===== src/mps_pkg.sv =====
// Package: constants and types for the motor-operated potentiometer reference stepper
package mps_pkg;

   // ==========================================================
   // Widths
   localparam int unsigned REF_W = 16;
   localparam int unsigned NUM_CHAN = 4;
   localparam int unsigned SRC_W = 4;

   // ==========================================================
   // APB register map (byte addresses)
   localparam logic [7:0] ADDR_CTRL = 8'h00;   // Mode and update divider
   localparam logic [7:0] ADDR_STEP = 8'h04;   // Step size
   localparam logic [7:0] ADDR_SRC = 8'h08;    // Channel source selectors
   localparam logic [7:0] ADDR_VALUE = 8'h0c;  // Stored value (read only)
   localparam logic [7:0] ADDR_STATUS = 8'h10; // Synchronised input levels (read only)

   // ==========================================================
   // Field positions and reset values
   localparam int unsigned CTRL_MODE_LSB = 0;
   localparam int unsigned CTRL_DIV_LSB = 16;
   localparam logic [1:0] MODE_RST = 2'h0;
   localparam logic [15:0] STEP_RST = 16'h0001;
   localparam logic [15:0] DIV_RST = 16'h0000;
   localparam logic [15:0] SRC_RST = 16'h0000;
   localparam logic [15:0] VALUE_RST = 16'h0000;

   // Source code that picks the stepper for a channel
   localparam logic [3:0] SRC_MOTOR_POT = 4'h1;

   // Mode bits: bit 0 clear enable, bit 1 edge triggering
   localparam int unsigned MODE_CLR_BIT = 0;
   localparam int unsigned MODE_EDGE_BIT = 1;

   // Request carrier from the trigger logic
   typedef struct packed {
      logic up;
      logic down;
      logic clear;
   } mps_req_t;

   // Step decision
   typedef enum logic [3:0] {
      MPS_HOLD = 4'b0001,
      MPS_INC = 4'b0010,
      MPS_DEC = 4'b0100,
      MPS_CLR = 4'b1000
   } mps_act_t;

endpackage


===== src/mps_stepper.sv =====
// Top: motor-operated potentiometer reference stepper with APB registers
//
// Implementation choices: the APB register port and the register addresses.
`timescale 1ns/1ps
module mps_stepper #(
   parameter int unsigned REF_W = mps_pkg::REF_W,
   parameter int unsigned NUM_CHAN = mps_pkg::NUM_CHAN
) (
   input wire logic sys_clk_i,
   input wire logic reset_i,
   input wire logic clk_en_i,
   input wire logic pot_up_input_i,
   input wire logic pot_down_input_i,
   input wire logic key_up_i,
   input wire logic key_down_i,
   input wire logic psel_i,
   input wire logic penable_i,
   input wire logic pwrite_i,
   input wire logic [7:0] paddr_i,
   input wire logic [31:0] pwdata_i,
   output logic [31:0] prdata_o,
   output logic pready_o,
   output logic pslverr_o,
   output logic [REF_W-1:0] motor_pot_value_o,
   output logic [NUM_CHAN-1:0] chan_select_o,
   output logic [NUM_CHAN*REF_W-1:0] chan_ref_o
);

   // ==========================================================
   // Input synchronisers (pins are asynchronous)
   logic [3:0] sync1_q, sync1_d; // First stage, read only by second
   logic [3:0] sync2_q, sync2_d; // Second stage
   logic up_any;
   logic down_any;

   always_comb begin
      sync1_d = {key_down_i, key_up_i, pot_down_input_i, pot_up_input_i};
      sync2_d = sync1_q;
   end

   always_ff @(posedge sys_clk_i) begin
      if (reset_i) begin
         sync1_q <= 4'h0;
         sync2_q <= 4'h0;
      end else if (clk_en_i) begin
         sync1_q <= sync1_d;
         sync2_q <= sync2_d;
      end
   end

   assign up_any = sync2_q[0] | sync2_q[2];
   assign down_any = sync2_q[1] | sync2_q[3];

   // ==========================================================
   // Registers
   logic [1:0] mode_q, mode_d;                 // pot_mode_select
   logic [15:0] div_q, div_d;                  // Update period minus one
   logic [REF_W-1:0] step_q, step_d;           // pot_step_size
   logic [NUM_CHAN*4-1:0] src_q, src_d;        // channel_source_selector fields
   logic [REF_W-1:0] value_q, value_d;         // Stored reference
   logic [15:0] tick_cnt_q, tick_cnt_d;        // Update period counter
   logic [31:0] prdata_q, prdata_d;            // Read data
   logic tick;
   logic wr_acc;
   logic rd_acc;
   mps_pkg::mps_req_t req;
   mps_pkg::mps_act_t act;

   // Slave answers in the access cycle, no wait states
   assign pready_o = 1'b1;
   assign wr_acc = psel_i && penable_i && pwrite_i;
   assign rd_acc = psel_i && !penable_i && !pwrite_i;
   assign prdata_o = prdata_q;

   // Address decode helper used only by the error response
   function automatic logic addr_hit(input logic [7:0] a);
      return (a == mps_pkg::ADDR_CTRL) || (a == mps_pkg::ADDR_STEP) ||
             (a == mps_pkg::ADDR_SRC) || (a == mps_pkg::ADDR_VALUE) ||
             (a == mps_pkg::ADDR_STATUS);
   endfunction

   // Unmapped addresses answer with an error
   assign pslverr_o = psel_i && penable_i && !addr_hit(paddr_i);

   // ==========================================================
   // Update period tick for level modes
   always_comb begin
      // A shortened period restarts at once instead of running the counter round
      tick = (tick_cnt_q >= div_q);
      tick_cnt_d = tick ? 16'h0000 : tick_cnt_q + 16'h0001;
   end

   // ==========================================================
   // Trigger decode
   mps_trigger u_trig (
      .sys_clk_i(sys_clk_i),
      .reset_i(reset_i),
      .clk_en_i(clk_en_i),
      .up_i(up_any),
      .down_i(down_any),
      .mode_i(mode_q),
      .tick_i(tick),
      .req_o(req)
   );

   // Pick the action; clear has priority
   always_comb begin
      if (req.clear) begin
         act = mps_pkg::MPS_CLR;
      end else if (req.up) begin
         act = mps_pkg::MPS_INC;
      end else if (req.down) begin
         act = mps_pkg::MPS_DEC;
      end else begin
         act = mps_pkg::MPS_HOLD;
      end
   end

   // ==========================================================
   // Value update; wraps modulo width, software limits range
   always_comb begin
      case (act)
         mps_pkg::MPS_CLR: begin
            value_d = '0;
         end
         mps_pkg::MPS_INC: begin
            value_d = value_q + step_q;
         end
         mps_pkg::MPS_DEC: begin
            value_d = value_q - step_q;
         end
         mps_pkg::MPS_HOLD: begin
            value_d = value_q;
         end
         default: begin
            value_d = value_q;
         end
      endcase
   end

   // ==========================================================
   // Register writes, taken in the access cycle
   always_comb begin
      mode_d = mode_q;
      div_d = div_q;
      step_d = step_q;
      src_d = src_q;
      if (wr_acc) begin
         case (paddr_i)
            mps_pkg::ADDR_CTRL: begin
               mode_d = pwdata_i[mps_pkg::CTRL_MODE_LSB +: 2];
               div_d = pwdata_i[mps_pkg::CTRL_DIV_LSB +: 16];
            end
            mps_pkg::ADDR_STEP: begin
               step_d = pwdata_i[REF_W-1:0];
            end
            mps_pkg::ADDR_SRC: begin
               src_d = pwdata_i[NUM_CHAN*4-1:0];
            end
            default: begin
               mode_d = mode_q;
            end
         endcase
      end
   end

   // Read data captured in setup, stable through access
   always_comb begin
      prdata_d = prdata_q;
      if (rd_acc) begin
         case (paddr_i)
            mps_pkg::ADDR_CTRL: begin
               prdata_d = {div_q, 14'h0000, mode_q};
            end
            mps_pkg::ADDR_STEP: begin
               prdata_d = 32'(step_q);
            end
            mps_pkg::ADDR_SRC: begin
               prdata_d = 32'(src_q);
            end
            mps_pkg::ADDR_VALUE: begin
               prdata_d = 32'(value_q);
            end
            mps_pkg::ADDR_STATUS: begin
               prdata_d = {28'h0000000, sync2_q};
            end
            default: begin
               prdata_d = 32'h00000000;
            end
         endcase
      end
   end

   // Register all state; clock enable freezes everything
   always_ff @(posedge sys_clk_i) begin
      if (reset_i) begin
         mode_q <= mps_pkg::MODE_RST;
         div_q <= mps_pkg::DIV_RST;
         step_q <= REF_W'(mps_pkg::STEP_RST);
         src_q <= (NUM_CHAN*4)'(mps_pkg::SRC_RST);
         value_q <= REF_W'(mps_pkg::VALUE_RST);
         tick_cnt_q <= 16'h0000;
         prdata_q <= 32'h00000000;
      end else if (clk_en_i) begin
         mode_q <= mode_d;
         div_q <= div_d;
         step_q <= step_d;
         src_q <= src_d;
         value_q <= value_d;
         tick_cnt_q <= tick_cnt_d;
         prdata_q <= prdata_d;
      end
   end

   // ==========================================================
   // Channel outputs
   assign motor_pot_value_o = value_q;

   always_comb begin
      for (int i = 0; i < NUM_CHAN; i++) begin
         chan_select_o[i] = (src_q[i*4 +: 4] == mps_pkg::SRC_MOTOR_POT);
         chan_ref_o[i*REF_W +: REF_W] = chan_select_o[i] ? value_q : '0;
      end
   end

endmodule // mps_stepper


===== src/mps_trigger.sv =====
// Trigger logic: turns up/down levels into step requests per mode
`timescale 1ns/1ps
module mps_trigger (
   input wire logic sys_clk_i,
   input wire logic reset_i,
   input wire logic clk_en_i,
   input wire logic up_i,
   input wire logic down_i,
   input wire logic [1:0] mode_i,
   input wire logic tick_i,
   output mps_pkg::mps_req_t req_o
);

   // ==========================================================
   // Edge history
   logic up_prev_q, up_prev_d;     // Last up level
   logic down_prev_q, down_prev_d; // Last down level
   logic edge_mode;
   logic clr_mode;

   assign edge_mode = mode_i[mps_pkg::MODE_EDGE_BIT];
   assign clr_mode = mode_i[mps_pkg::MODE_CLR_BIT];

   // Next history and request decode
   always_comb begin
      up_prev_d = up_i;
      down_prev_d = down_i;
      req_o = '{up: 1'b0, down: 1'b0, clear: 1'b0};
      if (clr_mode && up_i && down_i) begin
         req_o.clear = 1'b1;
      end else if (edge_mode) begin
         req_o.up = up_i && !up_prev_q && !down_i;
         req_o.down = down_i && !down_prev_q && !up_i;
      end else begin
         req_o.up = tick_i && up_i && !down_i;
         req_o.down = tick_i && down_i && !up_i;
      end
   end

   // Register history; frozen with clock enable
   always_ff @(posedge sys_clk_i) begin
      if (reset_i) begin
         up_prev_q <= 1'b0;
         down_prev_q <= 1'b0;
      end else if (clk_en_i) begin
         up_prev_q <= up_prev_d;
         down_prev_q <= down_prev_d;
      end
   end

endmodule // mps_trigger


===== config.mk =====
export PLATFORM = sky130hd
export DESIGN_NAME = mps_stepper
export DESIGN_NICKNAME = d
export VERILOG_FILES = /design/src/mps_pkg.sv /design/src/mps_stepper.sv /design/src/mps_trigger.sv
export SDC_FILE = /design/constraint.sdc
export NUM_CORES = 1
export LEC_CHECK = 0
export BUFFER_PORTS_ARGS = -buffer_cell sky130_fd_sc_hd__buf_2
export CORE_UTILIZATION = 30
export DETAILED_ROUTE_END_ITERATION = 10
export GPL_TIMING_DRIVEN = 0
export SLEW_MARGIN = 20
export SYNTH_ARGS = -nofsm -noshare
export SYNTH_HDL_FRONTEND = slang
export SYNTH_SLANG_ARGS = --single-unit

===== constraint.sdc =====
create_clock -name sys_clk_i -period 5 [get_ports sys_clk_i]
set_clock_uncertainty 0.05 [all_clocks]
set_input_delay 1 -clock sys_clk_i [delete_from_list [all_inputs] [get_ports sys_clk_i]]
set_output_delay 1 -clock sys_clk_i [all_outputs]
set_load 0.005 [all_outputs]

==> impl_metrics.ini, run 1 <==
[cts]
path_clk_slew_ps = 60
cts_tree = yes
clockRootBuffer = clkbuf_16
cts-resized-gates = 0
cts_hold_buf = 0
post-cts-setup-buffer-count = 0
ctsHtreeMaxLevel = 4
cts_buffers = 17
cts.sinks = 124
clock_latency_ps = 420
clock_path_buffers = 2

[layout]
fill_cells = 2227
mostFrequentLayoutCell = buf_2
antennaDiodeCount = 0
multiInputGateArea_sq_mm = 0.00412
final_nets = 1125
fin_area_sq_mm = 0.00870
area_delta_synth_final_pct = 26.7
final_cell_mix = buf_2, dfxtp_1, nand2_1, nor2_1, a21oi_1
layout-drive-gt1-share_pct = 22.8
regArea_sq_mm = 0.00248

[drt]
post_drt_wl_per_cell_um = 16.4
dr.pass1.iters = 5
wirelength_um = 21900
routed_via_density = 4.93
drc = 0
drt_iter0_drc = 518
ant_nets = 0
vias = 6571

[critical_path]
worst_setup_path_end_kind = flip-flop
path_class = reg -> reg
start_kind = flip-flop
critPathMaxFanout = 10
crit_arrival_ps = 4780
cp.required_ps = 5290

[logic_synthesis]
synth_enable_flop_cells = 0
synth_top_family_by_area = simple AND/OR/NAND/NOR gates
ys_warn_count = 0
synth_area_sq_mm = 0.00686
yosysSeqAreaShare_pct = 36.2
synthArstFlopShare_pct = 0
muxShareOfSynthArea_pct = 6.27
syn-num-nets = 939
ys.flop_type = dfxtp_1
synth_xor_area_share_pct = 4.85
synth_compound_area_share_pct = 15.1
ys_seq_elements = 124
synth_area_per_cell_sq_um = 8.03
yosys.area_share.simple_pct = 27.1
synthAdderAreaFrac_pct = 6.31
syn_inst = 855
synth_cell_types = 64

[floorplan]
num_rows = 54
start_util_pct = 31.1
die_x_um = 153
dieArea_sq_mm = 0.0235
core_area_sq_mm = 0.0221
ios = 168
die_height_um = 153

[power_and_ir_drop]
switching_share_pct = 24.4
seqPwrFrac_pct = 41.1
ir_drop_mv = 0.237
power_frac_comb_pct = 6.2
total_leakage_power_uw = 0.00386
power.density_mw_per_mm2 = 283
internal_power_uw = 1860
p_switching_uw = 599
p_clk_share_pct = 52.7

[sta]
fin_crit_sh_pct = 89.8
relSlewSlack_pct = 27.9
tns_ps = 0
worstMarginPinSlew_ps = 1070
finalSetupViolations = 0
fmax_mhz = 223
slew_viol_final = 0
hold_viol_final = 0
rsz0062_at_grt = false
fin_crit_ps = 4490

[placement]
io_buffers = 165
place.gp.congestion = 0.844
place_area_sq_mm = 0.00807
hpwlAfterDp_um = 16700

[grt]
busiest_layer = met2
overflow = 0
use_met1_pct = 26.4
grtUsageTotal_pct = 18.6
antenna_found_initial = 0
first_global_vias = 5972
use_met2_pct = 28.9
gr-usage-met3_pct = 3.01
grt_first_pass_wirelength_um = 33700
grt_start_max_net_pins = 17

[status]
outcome = finished clean

[worst_hold_path]
min_path_type = reg -> reg

[job]
cap_violations = 0
critical path, cell delays in order (launching register included):
cell	delay (ps)
dfxtp_1	420
inv_1	70
ha_1	260
nand2b_1	130
a2111oi_0	340
or3_1	200
a31oi_4	140
o21ai_1	280
buf_2	280
nor2_1	70
a21oi_2	180
ha_1	260
nor2b_1	150
o31ai_1	280
a21oi_1	150
a221o_1	400
a41oi_1	270
a21oi_1	140
xor2_1	180
o31ai_2	160
synthesized netlist by cell type (9+ instances only):
library cell / number / area share [%]
mux2_2: 16 / 2.6
and2_1: 65 / 5.9
ha_1: 33 / 6.0
a22oi_1: 14 / 1.5
a21oi_1: 90 / 6.6
clkbuf_1: 39 / 2.1
inv_1: 24 / 1.3
nand3_1: 38 / 2.8
xor2_1: 26 / 3.3
xnor2_1: 12 / 1.5
mux2i_1: 25 / 3.6
nor2_1: 98 / 5.4
dfxtp_1: 124 / 36
o21ai_0: 9 / 0.66
nand2_1: 115 / 6.3
nor3_1: 23 / 1.7
flip-flops by register name, summed over array words and instances (netlist names):
| register | flops |
|---|---|
| prdata_o | 32 |
| tick_cnt_q | 16 |
| mode_q | 2 |
| u_trig.down_prev_q | 1 |
| step_q | 16 |
| div_q | 16 |
| motor_pot_value_o | 16 |
| u_trig.up_prev_q | 1 |
| sync1_q | 4 |
| src_q | 16 |
| sync2_q | 4 |
final timing paths:
path | start | endpoint | slack (ps) | depth (start not counted)
min reg2reg | prdata_o[27] | prdata_o[27] | 400 | 2
max | tick_cnt_q[0] | motor_pot_value_o[15] | 510 | 19
max reg2reg | tick_cnt_q[0] | motor_pot_value_o[15] | 510 | 19
min | prdata_o[27] | prdata_o[27] | 400 | 2
metrics by stage:
step	utilization, %	instances	setup slack (ps)	hold slack [ps]	total power (uW)
after global placement	36.4	1300	329	387	1180
final	39.4	1334	508	401	2460
after detailed placement	36.5	1302	411	394	1180
after CTS	39.3	1334	374	403	2470
after global routing	39.4	1334	79.4	420	2540
after floorplan	-	855	1000	398	1120
cells by family after synthesis:
group | after synthesis
compound gates | 163
mux | 41
fa+ha+maj | 34
flops | 124
buf+inv | 73
xor+xnor | 38
other cells | 1
simple gates | 381
layer usage:
metal,wire (um),vias to the layer above
li1,-,3326
met1,10900,3054
met2,9710,174
met3,1000,17
met4,246,0
met5,0,-
power by group through the flow:
stage | clock [uW] | sequential, uW | combinational [uW]
global route | 1360 | 1010 | 167
finish | 1300 | 1010 | 153
CTS | 1310 | 1010 | 153
floorplan | 0 | 1030 | 92.4
global placement | 0 | 1030 | 150
detailed placement | 0 | 1030 | 152
area by class of cell:
cell class	count	area share, %
buffer	49	2.27
inverter	24	1.04
tap	280	4.03
timing repair buffer	167	9.64
clock inverter	14	2.10
sequential	124	28.5
clock buffer	18	5.05
multi-input combinational	658	47.3
No activity file was read; power rests on OpenSTA's default activity.
==> run 2: changes to the inputs <==
Settings changed: ABC_AREA from default to 1.
==> run 2 against run 1 <==
  * Worst hold slack better by 11 ps
  * Maximum frequency up 16%
  * Global-route usage increased by 1.5 points
  * Combinational power grew 58%
  * Utilization is 0.65 points lower
  * Sequential share of layout area up 0.93 points
  * Wire length is 1.6% higher
  * Critical path depth up 4
  * Via count up 7.1%
  * Critical endpoint is now motor_pot_value_o[10]
  * Register-to-register slack improved by 620 ps
  * Synthesized cell count increased by 11%
  * First-iteration DRC count is 19% lower
==> impl_metrics.ini, run 2 <==
[grt]
grtUsageTotal_pct = 20.1
antenna_found_initial = 1
grt_start_max_net_pins = 17
grt_first_pass_wirelength_um = 34400
first_global_vias = 6478
overflow = 0

[layout]
layout-drive-gt1-share_pct = 20.1
multiInputGateArea_sq_mm = 0.00355
final_util_pct = 38.7
final_cell_mix = buf_2, nor2_1, nand2_1, dfxtp_1, a21oi_1
largest_reg_flops = 32
final_nets = 1221
area_delta_synth_final_pct = 27.0
fill_cells = 2350
mostFrequentLayoutCell = buf_2
regArea_sq_mm = 0.00248

[worst_hold_path]
hold_end = prdata_o[2]
hp-start = prdata_o[2]
min_path_type = reg -> reg
min_path_cells = 2

[sta]
fmax_mhz = 258
fin_crit_sh_pct = 77.5
rsz0062_at_grt = false
slew_viol_final = 0
fin_crit_ps = 3880
worstMarginPinSlew_ps = 990
relSlewSlack_pct = 33.4
hold_viol_final = 0
tns_ps = 0
finalSetupViolations = 0

[logic_synthesis]
synth_top_cell_by_area = dfxtp_1
synth.top_cell.area_share_pct = 37.4
yosysMostFrequentCell = nor2_1
synth_enable_flop_cells = 0
yosysSeqAreaShare_pct = 37.4
synthTopCellsByArea = dfxtp_1, a21oi_1, nor2_1
ys.flop_type = dfxtp_1
synthTopCellsByCount = nor2_1, nand2_1, dfxtp_1
synth_area_sq_mm = 0.00663
ys_warn_count = 0
syn_inst = 953
synth_area_per_cell_sq_um = 6.96
synthArstFlopShare_pct = 0
syn-num-nets = 1037
ys_seq_elements = 124
synth_cell_types = 45

[drt]
dr.pass1.iters = 6
wirelength_um = 22200
drt_iter0_drc = 421
vias = 7036
ant_nets = 0
routed_via_density = 4.92
drc = 0
post_drt_wl_per_cell_um = 15.5

[critical_path]
crit_arrival_ps = 4120
start_kind = flip-flop
r2r_cells = 23
worst_setup_path_end_kind = flip-flop
worstReg2RegEnd = motor_pot_value_o[10]
reg2reg_from = div_q[13]
regToRegSetupSlack_ps = 1120
path_class = reg -> reg
critPathMaxFanout = 10
cp.required_ps = 5250

[cts]
post-cts-setup-buffer-count = 0
cts_tree = yes
cts_hold_buf = 0
cts-resized-gates = 0
cts_buffers = 17
ctsHtreeMaxLevel = 4
clock_path_buffers = 2
clockRootBuffer = clkbuf_16
cts.sinks = 124
clock_latency_ps = 430
path_clk_slew_ps = 60

[floorplan]
dieArea_sq_mm = 0.0227
ios = 168
num_rows = 54
start_util_pct = 30.5
core_area_sq_mm = 0.0218
die_x_um = 151
die_height_um = 151

[placement]
place.gp.congestion = 0.914
hpwlAfterDp_um = 17800
io_buffers = 165

[job]
cap_violations = 0

[power_and_ir_drop]
ir_drop_mv = 0.254
total_leakage_power_uw = 0.00371
power.density_mw_per_mm2 = 303
total_power_uw = 2550

[status]
outcome = finished clean
==> run 2: cell count changes after synthesis, sizes merged, moves of 10 or more <==
cell    previous run  this run
o22ai              0        11
o21ai             12        99
nor2              98       149
mux2              16         0
clkbuf            39        27
nor3              25        15
mux2i             25         0
a22oi             14         0
inv               24       110
a21oi             90       122
and2              65         0
nand2            115       145
==> run 2: routing by layer <==
metal  track usage [%]  vias to the layer above  share of wire (%)
li1                  -                     3534                  -
met1              25.9                     3228                 45
met2              34.1                      252                 47
met3              3.97                       22                6.6
met4              5.35                        0                1.6
met5                 0                        -                  0
==> run 2: stage by stage <==
step / hold slack (ps) / cell area [sq um] / setup slack (ps) / cells
finish: 412 / 8420 / 1120 / 1431
detailed placement: 403 / 7810 / 1120 / 1398
global route: 427 / 8420 / 759 / 1430
floorplan: 388 / 6630 / 1700 / 953
global placement: 404 / 7810 / 1130 / 1398
CTS: 413 / 8420 / 1100 / 1430
==> run 2: cell type report <==
| type | instances | area share [%] |
|---|---|---|
| antenna | 1 | 0.0297 |
| buffer | 40 | 2.20 |
| clock buffer | 17 | 5.05 |
| clock inverter | 15 | 2.21 |
| inverter | 111 | 4.95 |
| multi-input combinational | 678 | 42.1 |
| sequential | 124 | 29.5 |
| tap | 280 | 4.16 |
| timing repair buffer | 165 | 9.81 |
==> run 2: cells by family after synthesis <==
group / Yosys count / share of synthesized area [%]
compound gates: 257 / 20.7
xor+xnor: 23 / 3.04
fa+ha+maj: 34 / 6.53
buf+inv: 151 / 9.08
flops: 124 / 37.4
other cells: 1 / 0.0565
simple gates: 363 / 23.2
==> run 2: worst max-delay path, stage by stage (launching register included) <==
cell and delay (ps):
dfxtp_1 330, inv_1 60, ha_1 300, nand2_1 70, inv_1 30, o21ai_1 110, nand2_1 70, nor2_1 250
nand3_1 190, nand2_2 200, inv_1 70, buf_2 180, nand2_1 70, o21ai_0 150, fa_1 460, nand3_1 100
nand2_1 110, a21boi_0 220, o21ai_0 150, nand3_1 100, nand2_1 60, or2_2 270, nand3_1 70, a21oi_1 60
==> run 2: where the power goes <==
group          internal, uW  switching, uW  leakage [uW]  total [uW]
logic                  83.8            158       0.00240         242
clock network           792            492      0.000299        1280
registers              1010           15.2       0.00100        1020
==> run 2: worst max-delay path by stage <==
stage | start | endpoint | slack (ps) | cells after the start
after floorplan | div_q[13] | motor_pot_value_o[10] | 1700 | 23
after global placement | div_q[13] | motor_pot_value_o[10] | 1130 | 23
after detailed placement | div_q[13] | motor_pot_value_o[10] | 1120 | 23
after CTS | div_q[13] | motor_pot_value_o[10] | 1100 | 23
after global routing | div_q[15] | motor_pot_value_o[10] | 760 | 23
final | div_q[13] | motor_pot_value_o[10] | 1120 | 23
